$ cat config.mk
export PLATFORM = sky130hd
export DESIGN_NAME = step_dir_ctrl
export DESIGN_NICKNAME = d
export VERILOG_FILES = /design/src/step_dir_pkg.sv /design/src/step_dir_ctrl.sv
export SDC_FILE = /design/constraint.sdc
export NUM_CORES = 2
export LEC_CHECK = 0
export CORE_AREA = 2 2 218 220
export CTS_CLUSTER_SIZE = 8
export DETAILED_ROUTE_END_ITERATION = 6
export DIE_AREA = 0 0 220 222
export DONT_BUFFER_PORTS = 1
export GPL_ROUTABILITY_DRIVEN = 0
export PLACE_DENSITY = 0.77
export SYNTH_ARGS = -nofsm -noshare
export SYNTH_HDL_FRONTEND = slang
export SYNTH_SLANG_ARGS = --single-unit
$ cat constraint.sdc
create_clock -name clk_i -period 5.11 [get_ports clk_i]
set_input_delay 1.022 -clock clk_i [delete_from_list [all_inputs] [get_ports clk_i]]
set_output_delay 1.022 -clock clk_i [all_outputs]
set_load 0.005 [all_outputs]
$ cat src/step_dir_pkg.sv
// Purpose: Constants and types for the step and direction motion block.
// Assumes: 50 MHz system clock, classic Wishbone register access.
// Notes: Rates are step periods counted in system clock cycles.
// Summary of operation
// - One step pulse per commanded step
// - Step output idles high, falls per step
// - Fixed low time, high for the rest
// - Direction high counter-clockwise, low clockwise
// - Direction high decrements, low increments position
// - Position counted in step increments only
// - Negative direction released high, may be overridden
// - Ramp start rate to final rate, hold
// - Decelerate to start rate as steps end
// - Idle output low for whole motion
// - Wait 5 ms before idle returns high
// - At-speed low only while slewing at final rate
// - Sample at-speed pin before first step
// - Continuous mode runs countless, still tracks position
// - Continuous motion ends only through hold input or a limit
// - Free-run selection cleared after every motion
// - Hold low decelerates, then stops per step
// - Hold low at start waits without stepping
// - Limit in direction abandons motion at once
package step_dir_pkg;
   localparam int CLK_MHZ = 50;
   localparam int PULSE_LOW_NS = 10000;
   localparam int PULSE_LOW_CYC = (PULSE_LOW_NS * CLK_MHZ + 999) / 1000;
   localparam int SETTLE_MS = 5;
   localparam int SETTLE_CYC = SETTLE_MS * CLK_MHZ * 1000;
   // A start waits this long so a direction it writes has crossed the
   // pin synchroniser before the first step and the limit check.
   localparam int SYNC_CYC = 2;
   localparam int RATE_W = 24;
   localparam int POS_W = 32;
   localparam int ADR_W = 5;
   localparam int CNT_W = 24;
   localparam logic [RATE_W-1:0] MIN_PERIOD = RATE_W'(PULSE_LOW_CYC + 1);
   // Byte addresses of the registers.
   localparam logic [ADR_W-1:0] ADR_CTRL = 5'h00;
   localparam logic [ADR_W-1:0] ADR_START_RATE = 5'h04;
   localparam logic [ADR_W-1:0] ADR_FINAL_RATE = 5'h08;
   localparam logic [ADR_W-1:0] ADR_ACCEL = 5'h0C;
   localparam logic [ADR_W-1:0] ADR_STEPS = 5'h10;
   localparam logic [ADR_W-1:0] ADR_TARGET = 5'h14;
   localparam logic [ADR_W-1:0] ADR_POSITION = 5'h18;
   localparam logic [ADR_W-1:0] ADR_STATUS = 5'h1C;
   // Control register bits.
   localparam int CTRL_ACCEL = 0;
   localparam int CTRL_DIR = 1;
   localparam int CTRL_FREE = 2;
   localparam int CTRL_RUN = 3;
   localparam int CTRL_TARGET = 4;
   // Status register bits.
   localparam int ST_BUSY = 0;
   localparam int ST_AT_SPEED = 1;
   localparam int ST_CONT = 2;
   localparam int ST_WAIT = 3;
   localparam int ST_DIR_PIN = 4;
   localparam int ST_IDLE = 5;
   // Reset values.
   localparam logic [RATE_W-1:0] START_RATE_RST = 24'h00C350;
   localparam logic [RATE_W-1:0] FINAL_RATE_RST = 24'h0009C4;
   localparam logic [RATE_W-1:0] ACCEL_RST = 24'h000064;
   typedef enum logic [2:0] {
      st_idle, st_wait, st_first, st_low, st_high, st_settle
   } motion_t;
endpackage

$ cat src/step_dir_ctrl.sv
// Purpose: Step pulse train, direction level, position and motion status.
// Assumes: Pins are asynchronous and pass a two-stage synchroniser.
// Notes: Registers are reached over a classic Wishbone slave.
//
// Decided for this implementation: the placing of the registers and the Wishbone interface to the registers.
`timescale 1ns/1ns
module step_dir_ctrl #(
   parameter int SETTLE_CYCLES = step_dir_pkg::SETTLE_CYC
) (
   // Clock, reset and enable
   input wire logic clk_i,
   input wire logic rst_i,
   input wire logic clk_en_i,
   // Wishbone slave
   input wire logic cyc_i,
   input wire logic stb_i,
   input wire logic we_i,
   input wire logic [step_dir_pkg::ADR_W-1:0] adr_i,
   input wire logic [3:0] sel_i,
   input wire logic [31:0] dat_i,
   output logic [31:0] dat_o,
   output logic ack_o,
   // Motor driver pins
   output logic step_o,
   output logic rotation_direction_o,
   output logic rotation_direction_oe_o,
   input wire logic rotation_direction_i,
   output logic at_speed_o,
   output logic at_speed_oe_o,
   input wire logic at_speed_i,
   output logic idle_o,
   // Stop inputs, active low
   input wire logic hold_n_i,
   input wire logic clockwise_end_stop_n_i,
   input wire logic counter_clockwise_end_stop_n_i
);
   import step_dir_pkg::*;

   function automatic logic [31:0] merge(input logic [31:0] old,
                                         input logic [31:0] wd,
                                         input logic [3:0] sel);
      logic [31:0] r;
      r = old;
      for (int i = 0; i < 4; i++) begin
         if (sel[i]) begin
            r[i*8 +: 8] = wd[i*8 +: 8];
         end
      end
      return r;
   endfunction

   function automatic logic [RATE_W-1:0] clamp(input logic [31:0] v);
      return (v[RATE_W-1:0] < MIN_PERIOD) ? MIN_PERIOD : v[RATE_W-1:0];
   endfunction

   ////////////////////////////////////////////////////////////////////////
   logic [4:0] sync1_ff;
   logic [4:0] sync2_ff;
   logic dir_pin;
   logic speed_pin_low;
   logic hold_low;
   logic limit_low;

   always_ff @(posedge clk_i) begin
      if (rst_i) begin
         sync1_ff <= 5'h1F;
         sync2_ff <= 5'h1F;
      end else if (clk_en_i) begin
         sync1_ff <= {counter_clockwise_end_stop_n_i, clockwise_end_stop_n_i,
                      hold_n_i, at_speed_i, rotation_direction_i};
         sync2_ff <= sync1_ff;
      end
   end

   assign dir_pin = sync2_ff[0];
   assign speed_pin_low = ~sync2_ff[1];
   assign hold_low = ~sync2_ff[2];
   assign limit_low = dir_pin ? ~sync2_ff[4] : ~sync2_ff[3];

   ////////////////////////////////////////////////////////////////////////
   logic ack_ff;
   logic [31:0] dat_ff;
   logic wr;
   logic accel_ff;
   logic dir_ff;
   logic free_ff;
   logic [RATE_W-1:0] start_ff;
   logic [RATE_W-1:0] final_ff;
   logic [RATE_W-1:0] accel_step_ff;
   logic [31:0] steps_ff;
   logic [POS_W-1:0] target_ff;
   logic [POS_W-1:0] pos_ff;
   motion_t state_ff;
   logic cont_ff;
   logic decel_ff;
   logic hold_dec_ff;
   logic step_ff;
   logic idle_ff;
   logic spd_n_ff;
   logic [RATE_W-1:0] period_ff;
   logic [31:0] ramp_ff;
   logic [31:0] left_ff;
   logic [CNT_W-1:0] cnt_ff;
   logic start_ev;
   logic target_ev;
   logic end_ev;
   logic [POS_W-1:0] diff;
   logic [31:0] start_steps;
   logic [31:0] wd_ctrl;
   logic [31:0] wd_accel;

   assign wr = cyc_i & stb_i & we_i & ack_ff;
   assign wd_ctrl = merge(32'h0, dat_i, sel_i);
   assign wd_accel = merge({8'h0, accel_step_ff}, dat_i, sel_i);
   assign start_ev = wr && adr_i == ADR_CTRL && state_ff == st_idle &&
                     (wd_ctrl[CTRL_RUN] | wd_ctrl[CTRL_TARGET]);
   assign target_ev = start_ev & wd_ctrl[CTRL_TARGET];
   assign diff = target_ff - pos_ff;
   assign start_steps = target_ev ? (diff[POS_W-1] ? -diff : diff) : steps_ff;
   assign end_ev = (state_ff == st_settle && cnt_ff == '0) ||
                   (state_ff == st_wait && cnt_ff == '0 && limit_low);

   // Answer one cycle after the request; writes land with the ack.
   always_ff @(posedge clk_i) begin
      if (rst_i) begin
         ack_ff <= 1'b0;
         dat_ff <= 32'h0;
      end else if (clk_en_i) begin
         ack_ff <= cyc_i & stb_i & ~ack_ff;
         unique case (adr_i)
            ADR_CTRL: dat_ff <= {27'h0, 2'b00, free_ff, dir_ff, accel_ff};
            ADR_START_RATE: dat_ff <= {8'h0, start_ff};
            ADR_FINAL_RATE: dat_ff <= {8'h0, final_ff};
            ADR_ACCEL: dat_ff <= {8'h0, accel_step_ff};
            ADR_STEPS: dat_ff <= steps_ff;
            ADR_TARGET: dat_ff <= target_ff;
            ADR_POSITION: dat_ff <= pos_ff;
            ADR_STATUS: dat_ff <= {26'h0, idle_ff, dir_pin, state_ff == st_wait,
                                   cont_ff, ~spd_n_ff, state_ff != st_idle};
            default: dat_ff <= 32'h0;
         endcase
      end
   end

   // Settings are only changed between motions, except the free-run bit, which a control write can set during one.
   always_ff @(posedge clk_i) begin
      if (rst_i) begin
         accel_ff <= 1'b0;
         dir_ff <= 1'b0;
         free_ff <= 1'b0;
         start_ff <= START_RATE_RST;
         final_ff <= FINAL_RATE_RST;
         accel_step_ff <= ACCEL_RST;
         steps_ff <= 32'h0;
         target_ff <= '0;
      end else if (clk_en_i) begin
         if (wr && state_ff == st_idle) begin
            unique case (adr_i)
               ADR_CTRL: begin
                  if (sel_i[0]) begin
                     accel_ff <= dat_i[CTRL_ACCEL];
                     dir_ff <= dat_i[CTRL_DIR];
                  end
               end
               ADR_START_RATE:
                  start_ff <= clamp(merge({8'h0, start_ff}, dat_i, sel_i));
               ADR_FINAL_RATE:
                  final_ff <= clamp(merge({8'h0, final_ff}, dat_i, sel_i));
               ADR_ACCEL: accel_step_ff <= wd_accel[RATE_W-1:0];
               ADR_STEPS: steps_ff <= merge(steps_ff, dat_i, sel_i);
               ADR_TARGET: target_ff <= merge(target_ff, dat_i, sel_i);
               default: ;
            endcase
         end
         if (target_ev) begin
            dir_ff <= diff[POS_W-1];
         end
         if (wr && adr_i == ADR_CTRL && wd_ctrl[CTRL_FREE]) begin
            free_ff <= 1'b1;
         end else if (end_ev) begin
            free_ff <= 1'b0;
         end
      end
   end

   ////////////////////////////////////////////////////////////////////////
   // Motion sequencer.
   logic more;
   logic go_decel;
   logic [RATE_W:0] up;
   logic [RATE_W:0] dn;

   assign more = cont_ff ? 1'b1 : (left_ff != 32'h0);
   assign go_decel = hold_dec_ff | (~cont_ff & (left_ff <= ramp_ff));
   assign up = {1'b0, period_ff} + {1'b0, accel_step_ff};
   assign dn = {1'b0, period_ff} - {1'b0, accel_step_ff};

   always_ff @(posedge clk_i) begin
      if (rst_i) begin
         state_ff <= st_idle;
         cont_ff <= 1'b0;
         decel_ff <= 1'b0;
         hold_dec_ff <= 1'b0;
         step_ff <= 1'b1;
         idle_ff <= 1'b1;
         period_ff <= FINAL_RATE_RST;
         ramp_ff <= 32'h0;
         left_ff <= 32'h0;
         cnt_ff <= '0;
         pos_ff <= '0;
      end else if (clk_en_i) begin
         if (wr && adr_i == ADR_POSITION && state_ff == st_idle) begin
            pos_ff <= merge(pos_ff, dat_i, sel_i);
         end
         unique case (state_ff)
            st_idle: begin
               if (start_ev) begin
                  idle_ff <= 1'b0;
                  left_ff <= start_steps;
                  cnt_ff <= CNT_W'(SYNC_CYC);
                  state_ff <= st_wait;
               end
            end
            st_wait: begin
               if (cnt_ff != '0) begin
                  cnt_ff <= cnt_ff - CNT_W'(1);
               end else if (limit_low) begin
                  idle_ff <= 1'b1;
                  state_ff <= st_idle;
               end else if (!hold_low) begin
                  state_ff <= st_first;
               end
            end
            st_first: begin
               cont_ff <= free_ff | speed_pin_low;
               period_ff <= accel_ff ? start_ff : final_ff;
               ramp_ff <= 32'h0;
               decel_ff <= 1'b0;
               hold_dec_ff <= 1'b0;
               if (free_ff | speed_pin_low | (left_ff != 32'h0)) begin
                  step_ff <= 1'b0;
                  cnt_ff <= CNT_W'(PULSE_LOW_CYC - 1);
                  if (!(free_ff | speed_pin_low)) begin
                     left_ff <= left_ff - 32'h1;
                  end
                  pos_ff <= dir_pin ? pos_ff - POS_W'(1) : pos_ff + POS_W'(1);
                  state_ff <= st_low;
               end else begin
                  cnt_ff <= CNT_W'(SETTLE_CYCLES - 1);
                  state_ff <= st_settle;
               end
            end
            st_low: begin
               if (hold_low) begin
                  hold_dec_ff <= 1'b1;
               end
               if (cnt_ff == '0) begin
                  step_ff <= 1'b1;
                  if (limit_low) begin
                     cnt_ff <= CNT_W'(SETTLE_CYCLES - 1);
                     state_ff <= st_settle;
                  end else begin
                     cnt_ff <= CNT_W'(period_ff - MIN_PERIOD);
                     state_ff <= st_high;
                  end
               end else begin
                  cnt_ff <= cnt_ff - CNT_W'(1);
               end
            end
            st_high: begin
               if (hold_low) begin
                  hold_dec_ff <= 1'b1;
               end
               if (limit_low) begin
                  cnt_ff <= CNT_W'(SETTLE_CYCLES - 1);
                  state_ff <= st_settle;
               end else if (cnt_ff != '0) begin
                  cnt_ff <= cnt_ff - CNT_W'(1);
               end else if (!more || (hold_dec_ff && hold_low &&
                     (!accel_ff || period_ff >= start_ff))) begin
                  cnt_ff <= CNT_W'(SETTLE_CYCLES - 1);
                  state_ff <= st_settle;
               end else begin
                  step_ff <= 1'b0;
                  cnt_ff <= CNT_W'(PULSE_LOW_CYC - 1);
                  pos_ff <= dir_pin ? pos_ff - POS_W'(1) : pos_ff + POS_W'(1);
                  if (!cont_ff) begin
                     left_ff <= left_ff - 32'h1;
                  end
                  state_ff <= st_low;
                  if (accel_ff) begin
                     if (go_decel) begin
                        decel_ff <= 1'b1;
                        period_ff <= (up > {1'b0, start_ff}) ?
                                     start_ff : up[RATE_W-1:0];
                        if (ramp_ff != 32'h0) begin
                           ramp_ff <= ramp_ff - 32'h1;
                        end
                     end else if (period_ff > final_ff) begin
                        period_ff <= (dn[RATE_W] || dn < {1'b0, final_ff}) ?
                                     final_ff : dn[RATE_W-1:0];
                        ramp_ff <= ramp_ff + 32'h1;
                     end
                  end
               end
            end
            st_settle: begin
               if (cnt_ff == '0) begin
                  idle_ff <= 1'b1;
                  cont_ff <= 1'b0;
                  state_ff <= st_idle;
               end else begin
                  cnt_ff <= cnt_ff - CNT_W'(1);
               end
            end
         endcase
      end
   end

   always_ff @(posedge clk_i) begin
      if (rst_i) begin
         spd_n_ff <= 1'b1;
      end else if (clk_en_i) begin
         spd_n_ff <= ~((state_ff == st_low || state_ff == st_high) &&
                       !decel_ff && period_ff == final_ff);
      end
   end

   assign dat_o = dat_ff;
   assign ack_o = ack_ff;
   assign step_o = step_ff;
   assign idle_o = idle_ff;
   assign rotation_direction_o = dir_ff;
   assign rotation_direction_oe_o = dir_ff;
   assign at_speed_o = spd_n_ff;
   assign at_speed_oe_o = spd_n_ff;
endmodule

# --- After elaboration in Yosys (flattened, before gate mapping) ---
# Cells that the tools add are included.
classes:
  n_addsub: 11
  n_lt_le_gt_ge: 7
  n_eq_ne: 33
  mux: 123
  n_bitwise: 18
  reduce_logical: 66
ops:
  columns: ["cell", "count"]
  rows:
  - ["two-way mux 32 bit", 22]
  - ["two-way mux 24 bit", 18]
  - ["two-way mux 8 bit", 34]
  - ["one-hot mux 32 bit (8 select lines)", 1]
  - ["one-hot mux 24 bit (6 select lines)", 1]
  - ["one-hot mux 32 bit (2 select lines)", 2]
  - ["one-hot mux 32 bit (3 select lines)", 1]
  - ["subtractor 32 x 1 -> 32 bit (second input constant)", 3]
  - ["adder 32 x 1 -> 32 bit (second input constant)", 2]
  - ["nonzero test 32 bit", 2]
  - ["AND reduction 4 bit", 14]
  - ["less-than comparator 24 x 9 -> 1 bit (second input constant)", 2]
  - ["one-hot mux 24 bit (2 select lines)", 1]
  - ["two-way mux 18 bit", 2]
  - ["<= comparator 32 bit", 1]
  - ["negation 32 bit", 1]
  - ["subtractor 32 bit", 1]
  - ["two-way mux 3 bit", 10]
  - ["!= test 2 bit (second input constant)", 14]
  - ["AND reduction 7 bit", 4]
  - ["adder 24 x 24 -> 25 bit", 1]
  - ["> comparator 25 x 24 -> 1 bit", 1]
  - ["less-than comparator 25 x 24 -> 1 bit", 1]
  - ["subtractor 24 x 24 -> 25 bit", 1]
  - ["36 further kinds", 118]
totals:
  ff_bits: 335
  input_bits: 52
  out_inout_bits: 39
  word_cells: 290

# --- Longest topological paths before layout ---
logic_depth:
  ltp_word: 11
  ltp_mapped: 28
  mapped_depth_nobuf: 27

# --- Worst setup path before layout ---
# No wires, ideal clock.
synth_timing:
  kind: "register to register"
  from: "register ramp_ff[31]"
  to: "register ramp_ff[31]"
  setup_time_ns: 0.074
  t_arrival_ns: 5.146
  required_ns: 5.036
  path_slack_ns: -0.110
  stages_incl_launch_ff: 24
  n_path_buf: 0
  synth_period_minus_slack_ns: 5.220
  cell_sequence: "dfxtp_1 > inv_1 > ha_1 > nand2_1 > or3_1 > or4_1 > nor4_1 > nor2_1 > o31a_1 > inv_2 > ha_1 > nand2_1 > nor3_1 > o31ai_1 > a2111oi_0 > o2111ai_1 > o211ai_1 > nand3_1 > o21ai_0 > a21o_1 > a21oi_1 > xnor2_1 > or3_1 > a31oi_1"
synth_between:
  elab_chain_cells: 9
  word_cells_on_any_way: 17
  cone_classes: "2 x add/sub; 1 x order compare; 2 x eq/ne; 8 x mux; 2 x bitwise; 2 x reduce/logical"
synth_lines:
  columns: ["element", "line_no", "source"]
  rows:
  - ["start: declaration", "step_dir_ctrl.sv:101", "logic [31:0] ramp_ff;"]
  - ["start signal: assignment", "step_dir_ctrl.sv:297", "ramp_ff <= ramp_ff - 32'h1;"]
  - ["start signal: assignment", "step_dir_ctrl.sv:302", "ramp_ff <= ramp_ff + 32'h1;"]
  - ["<= comparator 32 bit", "step_dir_ctrl.sv:194", "assign go_decel = hold_dec_ff | (~cont_ff & (left_ff <= ramp_ff));"]
  - ["bitwise AND 1 bit", "step_dir_ctrl.sv:194", null]
  - ["bitwise OR 1 bit", "step_dir_ctrl.sv:194", null]
  - ["two-way mux 32 bit", "step_dir_ctrl.sv:292", "if (go_decel) begin"]
  - ["two-way mux 32 bit", "step_dir_ctrl.sv:291", "if (accel_ff) begin"]
  - ["two-way mux 32 bit", "step_dir_ctrl.sv:279", "end else if (!more || (hold_dec_ff && hold_low &&"]
  - ["two-way mux 32 bit", "step_dir_ctrl.sv:277", "end else if (cnt_ff != '0) begin"]
  - ["two-way mux 32 bit", "step_dir_ctrl.sv:274", "if (limit_low) begin"]
  - ["one-hot mux 32 bit (2 select lines)", "step_dir_ctrl.sv:215", "unique case (state_ff)"]
# Several ways; a longest one is shown, not always the timed one. The select of a mux whose other input is x is not followed.
# A chain may end at the register's enable or synchronous reset.

# --- Worst setup path in the final report ---
layout_timing:
  from: "register period_ff[0]"
  to: "register period_ff[12]"
layout_between:
  elab_chain_cells: 11
  word_cells_on_any_way: 22
  cone_classes: "2 x add/sub; 4 x order compare; 2 x eq/ne; 9 x mux; 5 x reduce/logical"
layout_lines:
  columns: ["element", "line_no", "source"]
  rows:
  - ["start: declaration", "step_dir_ctrl.sv:100", "logic [RATE_W-1:0] period_ff;"]
  - ["start signal: assignment", "step_dir_ctrl.sv:236", "period_ff <= accel_ff ? start_ff : final_ff;"]
  - ["start signal: assignment", "step_dir_ctrl.sv:294", "period_ff <= (up > {1'b0, start_ff}) ?"]
  - ["start signal: assignment", "step_dir_ctrl.sv:300", "period_ff <= (dn[RATE_W] || dn < {1'b0, final_ff}) ?"]
  - ["subtractor 24 x 24 -> 25 bit", "step_dir_ctrl.sv:196", "assign dn = {1'b0, period_ff} - {1'b0, accel_step_ff};"]
  - ["less-than comparator 25 x 24 -> 1 bit", "step_dir_ctrl.sv:300", null]
  - ["logical OR 1 bit", "step_dir_ctrl.sv:300", null]
  - ["two-way mux 24 bit", "step_dir_ctrl.sv:300", null]
  - ["two-way mux 24 bit", "step_dir_ctrl.sv:299", "end else if (period_ff > final_ff) begin"]
  - ["two-way mux 24 bit", "step_dir_ctrl.sv:292", null]
  - ["two-way mux 24 bit", "step_dir_ctrl.sv:291", null]
  - ["two-way mux 24 bit", "step_dir_ctrl.sv:279", null]
  - ["two-way mux 24 bit", "step_dir_ctrl.sv:277", null]
  - ["two-way mux 24 bit", "step_dir_ctrl.sv:274", null]
  - ["one-hot mux 24 bit (2 select lines)", "step_dir_ctrl.sv:215", null]
# Several ways; a longest one is shown, not always the timed one. The select of a mux whose other input is x is not followed.

==> metrics.md <==
| Metric | Value |
|---|---|
| HPWL after DPL | `between 70000 and 80000 um` |
| Delay-heaviest family, CP | `compound AO/OA/AOI/OAI gates` |
| TritonCTS Sinks | `approximately 340` |
| Hold-fix buffers, CTS | `0` |
| FF+latch area | `just under 7000 um^2` |
| R2R cell count | `28` |
| Clock buffer depth | `3` |
| CTS tree | `built` |
| Wire per inst | `~24 um` |
| Tmin final | `around 5.1 ns` |
| Worst EP arrival | `5.61 ns` |
| Synth Flop Type | `dfxtp_1` |
| Syn Area/Cell | `approximately 7.4 um^2` |
| Leak | `~13 nW` |
| Clk_lat worst skew | `between 0.6 and 0.7 ns` |
| Initial antenna violation count | `4` |
| Placed cell area | `29250 um^2` |
| Synth warnings | `0` |
| Non-filler cells, final | `~4400` |
| Maximum VDD drop | `approximately 250 uV` |
| Initial Util | `around 60%` |
| Worst hold slack | `around 0.45 ns` |
| IO buf count | `0` |
| MaxCap Viol Count | `0` |
| RSZ-0062 raised after global routing | `yes` |
| CTS root buf | `clkbuf_16` |
| Gr ovfl total | `0` |
| Multi-input gate area | `roughly 20000 um^2` |
| Pins Over Slew Limit | `0` |
| Die H | `roughly 220 um` |
| Cell count after synthesis | `roughly 3700` |
| Tot GR Track Use | `a little over two fifths` |
| Register area share after synthesis | `between 20% and 30%` |
| Skew final | `0.06143 ns` |
| Wirelength, routed | `around 110000 um` |
| Largest net degree at the start of global routing | `roughly 280` |
| Net Count, Synth | `slightly above 4000` |
| Worst path most repeated cell | `a21oi_1` |
| Outcome | `finished with violations` |
| Post-synthesis cell type count | `97` |
| WP data required | `about 5.6 ns` |
| Commonest cells after routing, fill and taps aside | `nand2_1, a21oi_1, nor2_1, dfxtp_1, ha_1` |
| Drt drc | `26` |
| FF-to-FF Start | `period_ff[0]` |
| Cell area after layout | `approximately 32000 um^2` |
| Worst hold path type | `reg2reg` |
| Worst Hold Path Cells | `2` |
| H-tree depth | `2` |
| Fin util | `68.22%` |
| Fmax | `0.1961 GHz` |
| Relative slew margins | `approximately a tenth` |
| Final period util | `about 100%` |
| Mapped cell area | `27710 um^2` |
| Post-Synth XOR/XNOR Area | `5.942%` |
| Critical Path Max Stage Delay | `0.40 ns` |
| Synth Area in Compound Gates | `between 20% and 30%` |
| Site row count | `around 80` |
| Area Overhead vs Synth | `13.88%` |
| Combinational family with the most area after synthesis | `compound AO/OA/AOI/OAI gates` |
| Fin nets | `around 4200` |
| Pwr per Cell Area | `approximately 190 nW/um^2` |
| DP Cell Count | `between 4000 and 5000` |
| Crit end category | `flip-flop` |
| Die area | `roughly 49000 um^2` |
| Post-synthesis mux area share | `roughly 3.7%` |
| Post-synthesis register bit count | `335` |
| DR vias | `a little over 30000` |
| ANT nets after route | `0` |
| CP Launch Type | `flip-flop` |
| Post-synthesis simple-gate area fraction | `20.40%` |
| Crit Path Class | `reg2reg` |
| Slowest CP cell | `nor4_2` |
| Worst flop-to-flop path endpoint | `period_ff[12]` |
| Most common cell after layout, fill and taps aside | `nand2_1` |
| Clock-pin slew on the worst setup and hold paths | `0.06 ns` |
| Drt initial violations | `around 4700` |
| R2R Setup Slk | `~0.011 ns` |
| # diodes | `0` |
| Vias in the first global route | `~28000` |
| Hold Path End | `cnt_ff[20]` |
| First-pass GRT wire length | `around 160000 um` |
| Via-to-Cell Ratio | `6.874` |
| Core area | `around 46000 um^2` |
| Final hold violations | `0` |
| Crit Path Max Fanout | `5` |
| Io pins | `between 90 and 100` |
| Failing checks | `DRC` |
| Worst Hold Launch | `cnt_ff[20]` |
| EDFF count, synth | `0` |
| Worst Path Buf+Inv | `5` |
| Die width | `220 um` |
| Share of layout cells above drive strength 1 | `a little under an eighth` |
| Worst-Margin Slew | `1.346 ns` |
| Post-Synth Adder-Cell Area | `around an eighth` |
| Fraction of registers with async set/reset | `0%` |
| TritonCTS buffer count | `48` |
| DRT Pass-1 Iters | `7` |
| Final-layout fill cell count | `about 3800` |
| Setup violations, final | `0` |
final cells by class:
class                      count  area share (%)
clock buffer                  55           3.953
sequential                   335           21.29
multi-input combinational   3010           63.86
inverter                     200           2.395
timing repair buffer         230           5.812
clock inverter                 3          0.2854
tap                          607           2.406
stage by stage:
| step | total power (W) | setup TNS (ns) | setup slack [ns] |
|---|---|---|---|
| CTS | 0.006025 | -0.00001554 | -0.00001554 |
| floorplan | 0.003035 | 0 | 0.04777 |
| finish | 0.006079 | 0 | 0.01130 |
| global placement | 0.003106 | -0.6763 | -0.1176 |
| detailed placement | 0.003110 | -3.550 | -0.3198 |
| global route | 0.006198 | -2.262 | -0.2686 |
synthesized netlist by cell type (8+ instances only):
master,n,area share (%)
a211oi_1,33,0.89
nor2_1,337,4.6
buf_2,15,0.27
nor4_1,37,0.84
a32oi_1,8,0.25
o31ai_1,19,0.51
nand2b_1,29,0.65
a21o_1,64,1.7
mux2i_1,94,3.4
inv_1,198,2.7
o211ai_1,35,0.95
a311oi_1,12,0.38
buf_1,8,0.11
or3_1,27,0.61
or2_2,10,0.23
clkbuf_1,147,2.0
o2111ai_1,9,0.28
mux2_2,8,0.33
a31oi_1,55,1.2
xnor2_1,121,3.8
nand3_1,116,2.1
and2_1,20,0.45
o22ai_1,50,1.1
dfxtp_1,335,24
o21a_1,28,0.76
a21oi_1,436,7.9
nand4_1,37,0.84
a2111oi_0,8,0.25
nor2b_1,24,0.54
o21ai_0,210,3.8
a211o_1,8,0.25
a22oi_1,94,2.5
ha_1,278,13
nand2_1,433,5.9
nor3_1,91,1.6
and3_1,25,0.56
o21bai_1,17,0.46
xor2_1,67,2.1
a221oi_1,27,0.85
a222oi_1,12,0.43
worst max path at each step:
stage	start	to	slack [ns]	cells after the start
5_1_grt	ramp_ff[28]	ramp_ff[30]	-0.27	27
6_report	period_ff[0]	period_ff[12]	0.01	28
2_1_floorplan	accel_step_ff[0]	period_ff[5]	0.05	27
4_1_cts	ramp_ff[27]	ramp_ff[31]	-0.00002	24
3_3_place_gp	ramp_ff[25]	ramp_ff[31]	-0.12	24
3_5_place_dp	period_ff[0]	period_ff[9]	-0.32	27
sequential cells by signal, indices dropped and copies added, names as in the netlist, 24 cells and up:
register / count
period_ff: 24
target_ff: 32
start_ff: 24
pos_ff: 32
ramp_ff: 32
final_ff: 24
dat_o: 32
accel_step_ff: 24
steps_ff: 32
left_ff: 32
cnt_ff: 24
per-layer routing:
layer	global-route usage (%)	part of all wire [%]	vias to the layer above
met5	0	0.035	-
li1	-	-	13751
met2	60.97	41	2280
met1	53.96	37	13903
met3	12.51	14	582
met4	25.44	7.8	6
worst min-delay path, stage by stage (launching register included):
cell,delay [ns]
dfxtp_1,0.30
nand2_1,0.05
a21oi_1,0.05
report_power, final:
group / internal (W) / switching, W
registers: 0.00262 / 0.00000917
logic: 0.000176 / 0.000290
clock network: 0.00171 / 0.00127
repair_timing:
action                     in CTS  in global routing
buffers inserted                5                 28
hold endpoints to repair        0                  0
setup endpoints to repair      29                 35
resized for setup              21                134
gates cloned                    0                  1
pin swaps                       4                 75
kinds of logic (layout without fill, tap and decap cells):
kind of cell | count (synthesis) | count (layout)
AND/OR/NAND/NOR | 1234 | 1234
AO/OA/AOI/OAI | 1203 | 1203
buffers and inverters | 382 | 488
flip-flops | 335 | 335
adder cells (fa/ha/maj) | 283 | 283
XOR/XNOR | 188 | 188
multiplexers | 102 | 102
(Power assumes the default switching activity.)
